===== src/acmr_consts.vh =====
// Purpose: constants for the cable marker responder
// Assumes: decoded message headers arrive from an upstream phy/protocol layer
// Notes: packet type and message codes are local encodings
`ifndef ACMR_CONSTS_VH
`define ACMR_CONSTS_VH

// packet types seen by the plug
`define ACMR_SOP 2'h0
`define ACMR_SOP_P 2'h1
`define ACMR_SOP_PP 2'h2

// request kinds
`define ACMR_REQ_OTHER 2'h0
`define ACMR_REQ_IDENT 2'h1
`define ACMR_REQ_STATUS 2'h2

// reply kinds
`define ACMR_RSP_NONE 2'h0
`define ACMR_RSP_IDENT 2'h1
`define ACMR_RSP_STATUS 2'h2

// protocol revisions
`define ACMR_REV2 2'h1
`define ACMR_REV3 2'h2

// data role of this plug
`define ACMR_ROLE_SINK 2'h0
`define ACMR_ROLE_DFP 2'h1
`define ACMR_ROLE_UFP 2'h2

// descriptor bit: far-plug controller present
`define ACMR_VDO_FAR_BIT 5'h1e
`define ACMR_VDO_W 32

`endif


===== src/acmr_responder.v =====
// Purpose: marker responder logic inside one active cable plug
// Assumes: one request pulse per decoded message; replies sent by phy layer
// Notes: one clock, synchronous request inputs
//
// Notes on behaviour
// - answer identity discovery and status queries addressed to SOP'
// - answer SOP'' status when far-plug controller bit set in descriptor
// - isolated cable: SOP'' means plug far from the exchange initiator
// - identity reply carries active cable descriptor objects
// - reply uses revision 2 or 3 per negotiated revision
// - implements revision 3 structured vendor message handling
// - two-repeater cable provides both SOP' and SOP'' responders
// - single body repeater: SOP' responder only, SOP'' only when isolated
// - isolated cable plug presents itself as a sink on first connect
// - isolated cable uses revision 3 to set one DFP, one UFP
// - isolated cable has a marker responder at each plug
// - isolated cable supports only a subset of messages
// - isolated cable: no end to end relaying until connection active, configured and role set
`timescale 1ns/100ps
`include "acmr_consts.vh"

module acmr_responder #(
	parameter VDO_RESET = 32'h0000_0000,
	parameter TWO_REPEATERS = 1'b1
) (
	// clock, reset, enable
	input wire clk_i,
	input wire rst_i,
	input wire ce_i,
	// static cable configuration
	input wire isolated_i,
	input wire [`ACMR_VDO_W-1:0] vdo_i,
	input wire [`ACMR_VDO_W-1:0] status_i,
	// incoming decoded request
	input wire req_valid_i,
	input wire [1:0] req_sop_i,
	input wire [1:0] req_kind_i,
	input wire req_structured_i,
	input wire [1:0] req_rev_i,
	input wire req_is_role_set_i,
	input wire req_role_dfp_i,
	// link state
	input wire attach_i,
	input wire link_active_i,
	input wire cfg_done_i,
	// reply
	output wire rsp_valid_o,
	output reg [1:0] rsp_kind_o,
	output reg [1:0] rsp_sop_o,
	output reg [1:0] rsp_rev_o,
	output reg [`ACMR_VDO_W-1:0] rsp_data_o,
	// plug state
	output reg [1:0] role_o,
	output wire relay_en_o,
	output wire local_only_o
);

	// reply and descriptor registers
	reg rsp_pend_ff;
	reg [`ACMR_VDO_W-1:0] vdo_ff;
	// next values of the clocked state
	reg nxt_rsp_pend;
	reg [1:0] nxt_rsp_kind;
	reg [1:0] nxt_rsp_sop;
	reg [1:0] nxt_rsp_rev;
	reg [`ACMR_VDO_W-1:0] nxt_rsp_data;
	reg [1:0] nxt_role;
	// request decode
	wire far_flag;
	wire far_present;
	wire sop_hit;
	wire sop_p_hit;
	wire sop_pp_hit;
	wire ident_kind;
	wire status_kind;
	wire ident_ok;
	wire status_ok;
	wire role_set;
	wire role_ok;
	wire link_ready;

	// packet type matches a code
	function sop_is;
		input [1:0] sop;
		input [1:0] code;
		begin
			sop_is = (sop == code);
		end
	endfunction

	// request kind matches a code
	function kind_is;
		input [1:0] kind;
		input [1:0] code;
		begin
			kind_is = (kind == code);
		end
	endfunction

	// plug has left its initial sink state
	function role_taken;
		input [1:0] role;
		begin
			role_taken = (role != `ACMR_ROLE_SINK);
		end
	endfunction

	// unknown revision codes answer as rev 3
	function [1:0] pick_rev;
		input [1:0] rev;
		begin
			if (rev == `ACMR_REV2)
				pick_rev = `ACMR_REV2;
			else
				pick_rev = `ACMR_REV3;
		end
	endfunction

	// far flag only counts when a far responder is built in
	assign far_flag = vdo_ff[`ACMR_VDO_FAR_BIT];
	assign far_present = far_flag &
		(TWO_REPEATERS | isolated_i);
	assign sop_hit = req_valid_i & sop_is(req_sop_i, `ACMR_SOP);
	assign sop_p_hit = req_valid_i & sop_is(req_sop_i, `ACMR_SOP_P);
	// isolated: SOP'' is the plug far from the initiator
	assign sop_pp_hit = req_valid_i & sop_is(req_sop_i, `ACMR_SOP_PP) &
		far_present;
	assign ident_kind = kind_is(req_kind_i, `ACMR_REQ_IDENT);
	assign status_kind = kind_is(req_kind_i, `ACMR_REQ_STATUS);
	// identity only on SOP'
	assign ident_ok = sop_p_hit & ident_kind & req_structured_i;
	assign status_ok = (sop_p_hit | sop_pp_hit) & status_kind;
	// role set only via rev 3 on SOP from the attached port
	assign role_set = sop_hit & isolated_i & req_is_role_set_i;
	assign role_ok = role_set & (req_rev_i == `ACMR_REV3) &
		~role_taken(role_o);
	assign link_ready = link_active_i & cfg_done_i & role_taken(role_o);

	assign rsp_valid_o = rsp_pend_ff;
	assign relay_en_o = ~isolated_i | link_ready;
	assign local_only_o = ~relay_en_o;

	// reply selection
	always @* begin
		nxt_rsp_pend = 1'b0;
		nxt_rsp_kind = rsp_kind_o;
		nxt_rsp_sop = rsp_sop_o;
		nxt_rsp_rev = rsp_rev_o;
		nxt_rsp_data = rsp_data_o;
		if (ident_ok) begin
			// identity reply carries the captured descriptor
			nxt_rsp_pend = 1'b1;
			nxt_rsp_kind = `ACMR_RSP_IDENT;
			nxt_rsp_sop = req_sop_i;
			nxt_rsp_rev = pick_rev(req_rev_i);
			nxt_rsp_data = vdo_ff;
		end else if (status_ok) begin
			// status reply returns the live status word
			nxt_rsp_pend = 1'b1;
			nxt_rsp_kind = `ACMR_RSP_STATUS;
			nxt_rsp_sop = req_sop_i;
			nxt_rsp_rev = pick_rev(req_rev_i);
			nxt_rsp_data = status_i;
		end else begin
			// stay silent, keep the last reply fields
			nxt_rsp_pend = 1'b0;
		end
	end

	// plug role
	always @* begin
		nxt_role = role_o;
		if (!attach_i) begin
			nxt_role = `ACMR_ROLE_SINK;
		end else if (role_ok) begin
			if (req_role_dfp_i) begin
				nxt_role = `ACMR_ROLE_DFP;
			end else begin
				nxt_role = `ACMR_ROLE_UFP;
			end
		end
	end

	// descriptor capture
	always @(posedge clk_i or posedge rst_i) begin
		if (rst_i) begin
			vdo_ff <= VDO_RESET;
		end else if (ce_i) begin
			vdo_ff <= vdo_i;
		end
	end

	// reply registers
	always @(posedge clk_i or posedge rst_i) begin
		if (rst_i) begin
			rsp_pend_ff <= 1'b0;
			rsp_kind_o <= `ACMR_RSP_NONE;
			rsp_sop_o <= `ACMR_SOP;
			rsp_rev_o <= `ACMR_REV3;
			rsp_data_o <= {`ACMR_VDO_W{1'b0}};
		end else if (ce_i) begin
			rsp_pend_ff <= nxt_rsp_pend;
			rsp_kind_o <= nxt_rsp_kind;
			rsp_sop_o <= nxt_rsp_sop;
			rsp_rev_o <= nxt_rsp_rev;
			rsp_data_o <= nxt_rsp_data;
		end
	end

	// plug role register
	always @(posedge clk_i or posedge rst_i) begin
		if (rst_i) begin
			role_o <= `ACMR_ROLE_SINK;
		end else if (ce_i) begin
			role_o <= nxt_role;
		end
	end

endmodule


===== config.mk =====
export PLATFORM = sky130hd
export DESIGN_NAME = acmr_responder
export DESIGN_NICKNAME = d
export VERILOG_FILES = /design/src/acmr_responder.v
export VERILOG_INCLUDE_DIRS = /design/src
export SDC_FILE = /design/constraint.sdc
export NUM_CORES = 1
export LEC_CHECK = 0
export BUFFER_PORTS_ARGS = -buffer_cell sky130_fd_sc_hd__buf_2
export CORE_MARGIN = 10
export CORE_UTILIZATION = 49
export CTS_BUF_LIST = sky130_fd_sc_hd__clkbuf_16
export CTS_CLUSTER_DIAMETER = 50
export DETAILED_ROUTE_END_ITERATION = 16
export PLACE_DENSITY = 0.79
export SYNTH_ARGS = -nofsm -noshare
export SYNTH_HDL_FRONTEND = slang
export SYNTH_SLANG_ARGS = --single-unit

===== constraint.sdc =====
create_clock -name clk_i -period 2.1 [get_ports clk_i]
set_input_delay 0 -clock clk_i [delete_from_list [all_inputs] [get_ports clk_i]]
set_output_delay 0 -clock clk_i [all_outputs]
set_load 0.02 [all_outputs]

==> After elaboration in Yosys (flattened, before gate mapping) <==
Index checks and enable logic that the tools add are counted.
Widths: inputs -> output; s select.
{ "word_totals": {"regBits": 73} }
{ "classes": {"muxes": 14, "reduce_logical": 5, "n_bitwise": 18, "eq_ne": 7} }
{ "op_table": {"columns": ["op", "count"], "rows": [
  ["$mux 32", 2],
  ["$mux 2", 10],
  ["$and 1x1->1", 13],
  ["$eq 2x1->1 const B", 3],
  ["$eq 2x2->1 const B", 3],
  ["$reduce_and 2->1", 2],
  ["$reduce_bool 2->1", 2],
  ["$not 1->1", 3],
  ["$logic_not 2->1", 1],
  ["$mux 1", 2],
  ["$ne 2x1->1 const B", 1],
  ["$or 1x1->1", 2]
]} }

==> Longest topological paths before layout <==
{ "logic_depth": {"depth_word": 8, "ltp_mapped": 6, "ltp_nobuf": 4} }

==> Least setup slack after synthesis <==
Ideal clock, no wire load.
{ "synth_path": {"path_type": "register to register", "start": "register vdo_ff[30]", "end": "register rsp_data_o[0]", "arrival_ns": 1.356, "path_slack_ns": 0.619, "synth_period_minus_slack_ns": 1.481, "stages_incl_launch_ff": 7, "required_ns": 1.975, "setup_time_ns": 0.125, "path_cell_list": "dfrtp_1 nor2b_1 mux2i_1 nor2b_4 buf_6 buf_6 mux2_4"} }
{ "synth_between": {"elab_chain_len": 5} }
{ "synth_lines": {"columns": ["element", "line", "text"], "rows": [
  ["from (decl)", "acmr_responder.v:60", "reg [`ACMR_VDO_W-1:0] vdo_ff;"],
  ["from (signal assigned)", "acmr_responder.v:189", "vdo_ff <= vdo_i;"],
  ["$and 1x1->1", "acmr_responder.v:126", "assign sop_pp_hit = req_valid_i & sop_is(req_sop_i, `ACMR_SOP_PP) &"],
  ["$or 1x1->1", "acmr_responder.v:132", "assign status_ok = (sop_p_hit | sop_pp_hit) & status_kind;"],
  ["$and 1x1->1", "acmr_responder.v:132", null],
  ["$reduce_bool 2->1 (no source line)", null, null],
  ["$reduce_and 2->1 (no source line)", null, null],
  ["to (signal assigned)", "acmr_responder.v:200", "rsp_data_o <= {`ACMR_VDO_W{1'b0}};"],
  ["to (signal assigned)", "acmr_responder.v:206", "rsp_data_o <= nxt_rsp_data;"],
  ["to (decl)", "acmr_responder.v:51", "output reg [`ACMR_VDO_W-1:0] rsp_data_o,"]
]} }
Every way passes these cells.
A chain may end at the register's enable or synchronous reset.

==> Final worst setup path <==
{ "layout_path": {"start": "input port req_sop_i[1]", "end": "register rsp_data_o[31]"} }
{ "layout_between": {"elab_chain_len": 7} }
{ "layout_lines": {"columns": ["element", "line", "text"], "rows": [
  ["from (decl)", "acmr_responder.v:36", "input wire [1:0] req_sop_i,"],
  ["$eq 2x2->1", "acmr_responder.v:87", "sop_is = (sop == code);"],
  ["$and 1x1->1 (2 in series)", "acmr_responder.v:126", null],
  ["$or 1x1->1", "acmr_responder.v:132", null],
  ["$and 1x1->1", "acmr_responder.v:132", null],
  ["$reduce_bool 2->1 (no source line)", null, null],
  ["$reduce_and 2->1 (no source line)", null, null]
]} }
Several ways; a longest one is shown, not always the timed one.

==> summary.md <==
| Metric | Value |
|---|---|
| Max Cap Viol | 0 |
| Seq/Total Area, Yosys | 53.6% |
| WHS Endpoint | rsp_data_o[10] |
| Max Freq | 534 MHz |
| Initial core utilization | 50.2% |
| Initial antenna violation count | 0 |
| Worst Hold Class | primary input to flop |
| Crit Path Category | primary input to flop |
| Fin Hold WS | 0.0149 ns |
| Inserted Diodes | 0 |
| Endpoints failing setup | 0 |
| Placement row count | 30 |
| Hold_sp | status_i[10] |
| Worst Setup End Kind | flop |
| Crit share post-route | 89.2% |
| WL per Instance | 17.6 um |
| Area grow syn2layout | 42.6% |
| Combinational power share | between 20 and 25% |
| Sum of routed wire length over all layers | about 8.6 mm |
| Crit path DAT | 2.07 ns |
| Number of global-route vias before repair | about 2800 |
| CTS buffer count | 9 |
| Die X | around 100 um |
| GR Overflow Total | 0 |
| Final Hold Fails | 0 |
| Seq pwr share | 38.4% |
| Reg2reg path depth | 5 |
| Largest net degree at the start of global routing | 74 |
| Avg Cell Area, Syn | 15.5 sq um |
| Post-DRT Antenna Nets | 0 |
| Drt via density | roughly 4.9 |
| Max rail drop VDD | approximately 0.00059 V |
| Core Region | 0.00679 sq mm |
| Slowest CP cell | dlygate4sd3_1 |
| CTS H-tree lvls | 3 |
| Vias after detailed routing | 2387 |
| Switch share | 26.4% |
| All-layer global routing usage | 16.6% |
| Max Slew Vio Count | 0 |
| Input/output buffers | 123 |
| Most frequent cells in the layout | 123 x buf_2, 72 x dfrtp_1, 38 x dlygate4sd3_1 |
| Fin Setup TNS | 0 ns |
| Status | finished clean |
| Clock Latency Late Sink | between 0.3 and 0.4 ns |
| Cell Int Power | 3500 uW |
| Worst-Margin Slew | around 0.38 ns |
| RD Place Congestion | 0.727 |
| #FFs+latches synth | 73 |
| NetSw | 1250 uW |
| FF-to-FF setup slack | 0.43 ns |
| CP required | ~2.3 ns |
| Crit path max fanout | 19 |
| Period minus WS final | 1.87 ns |
| First-pass GRT wire length | ~14 mm |
| Remaining routing DRC violations | 0 |
| Mapped cell area | 0.00341 sq mm |
| Placed wire-length estimate | approximately 6.0 mm |
| Die Y | 103 um |
| Warnings, synthesis | 0 |
| Clock power share | between 30% and 40% |
| Worst r2r src | role_o[0] |
| Iteration-0 DRC Markers | 26 |
| Syn Nets | roughly 300 |
| Clock skew | 0.00582 ns |
| Leakage | 0.00233 uW |
| TritonCTS clock tree | built |
| Io pins | 124 |
| Layout cells sized above 1 | 55.2% |
| DRT Pass-1 Iters | 6 |
| Layout net count | 469 |
| Crit start category | primary input |
| Postcts setup bufs | 0 |
| Hold depth | 3 |
| Top post-synthesis cells by area | dfrtp_1 53%, mux2_4 12%, mux2_2 12% |
| Power per Cell Area | about 980 mW/mm^2 |
| CTS root buf | clkbuf_16 |
| Synth top area share | between 50 and 60% |
| RR Endpoint | role_o[1] |
| Cell taking the most area after synthesis | dfrtp_1 |
| Worst-path clk slew | 0.06 ns |
| Synth Instances | 220 |
| Most common cell after layout, fill and taps aside | buf_2 |
| Max Buffers Root-to-Sink | 2 |
| Crit-path cells | dlygate4sd3_1, buf_2, nand3b_1, o22ai_2, nor2b_4, buf_4, mux2_1 |
| CTS sink cnt | 73 |
| Worst path max stage delay | 0.53 ns |
| Die area | ~0.011 sq mm |
| RSZ-0062 raised after global routing | false |
| Max-Slew Margin vs Limit | 74.8% |
| Netlist cell types | 32 |
## layout make-up
type                    instances  area [sq um]
fillers                       471          1930
flip-flops and latches         73          1830
multi-input cells             130          1460
repair buffers                168          1060
clock buffers                   9           225
clock inverters                 7           143
well taps                      96           120
inverters                       6          22.5
## layer usage
| layer | share of wire (%) | up-vias | global-route usage [%] |
|---|---|---|---|
| li1 | - | 1117 | - |
| met1 | 41 | 1174 | 18.7 |
| met2 | 49 | 92 | 28.2 |
| met3 | 9.4 | 4 | 6.98 |
| met4 | 0.56 | 0 | 4.81 |
| met5 | 0 | - | 0 |
## power by group through the flow
stage,sequential [uW],combinational (uW),clock (uW)
after detailed placement,1840,1030,0
after global placement,1830,1010,0
after global routing,1860,1150,1960
final,1820,1070,1860
after floorplan,2060,408,0
after CTS,1820,1090,1900
## worst max path at each step
stage | startpoint | depth (start not counted) | end | slack [ns]
floorplan | rst_i | 1 | role_o[0] | 0.25
global placement | req_sop_i[0] | 6 | rsp_data_o[31] | 0.44
detailed placement | req_sop_i[0] | 6 | rsp_data_o[31] | 0.39
CTS | req_sop_i[1] | 7 | role_o[1] | 0.11
global route | req_sop_i[1] | 7 | role_o[1] | 0.12
finish | req_sop_i[1] | 7 | rsp_data_o[31] | 0.23
## flip-flops by register name, indices dropped and copies added, names as in the netlist
signal and count:
rsp_rev_o 2, vdo_ff 32, role_o 2, rsp_data_o 32, rsp_valid_o 1, rsp_kind_o 2, rsp_sop_o 2
## synthesized netlist by cell type
library cell	instances
a21bo_2	1
a21oi_1	2
a2bb2oi_1	1
and3_1	1
buf_1	1
buf_2	1
buf_6	5
buf_8	2
clkbuf_1	2
dfrtp_1	72
dfstp_2	1
inv_1	6
mux2_1	34
mux2_2	35
mux2_4	28
mux2i_1	2
nand2_1	4
nand2b_1	3
nand3_1	2
nand3b_1	1
nand4b_4	1
nor2_1	1
nor2b_1	2
nor2b_4	1
nor3b_1	1
nor3b_4	1
nor4b_1	2
o21ai_0	3
o221ai_1	1
o22a_1	1
o22ai_2	1
o2bb2ai_1	1
## repair_timing
item                                    CTS  global route
hold endpoints to repair                108             0
gates resized for setup                   0             1
endpoints found under the setup margin    0             1
hold buffers                             38             0
## cells by family (layout without fill, tap and decap cells)
| family | Yosys count | in the layout | share of synthesized area (%) |
|---|---|---|---|
| buffers and inverters | 17 | 190 | 3.67 |
| flip-flops | 73 | 73 | 53.6 |
| AND/OR/NAND/NOR | 20 | 20 | 4.55 |
| AO/OA/AOI/OAI | 11 | 11 | 2.42 |
| multiplexers | 99 | 99 | 35.7 |
## critical path, delay by kind of cell
kind,cells,cell delay [ns]
compound gates,1,0.24
mux,1,0.36
buf+inv,3,1.03
simple gates,2,0.42
## per-stage QoR
stage	worst slack (ns)	util [%]	area (sq um)	instances	total power, uW
CTS	0.110	71.5	4850	489	4810
finish	0.227	71.5	4860	489	4750
global route	0.117	71.5	4860	489	4960
global placement	0.439	60.4	4110	435	2840
floorplan	0.248	-	3410	220	2470
detailed placement	0.388	60.4	4110	435	2870
No activity file was read; power rests on OpenSTA's default activity.
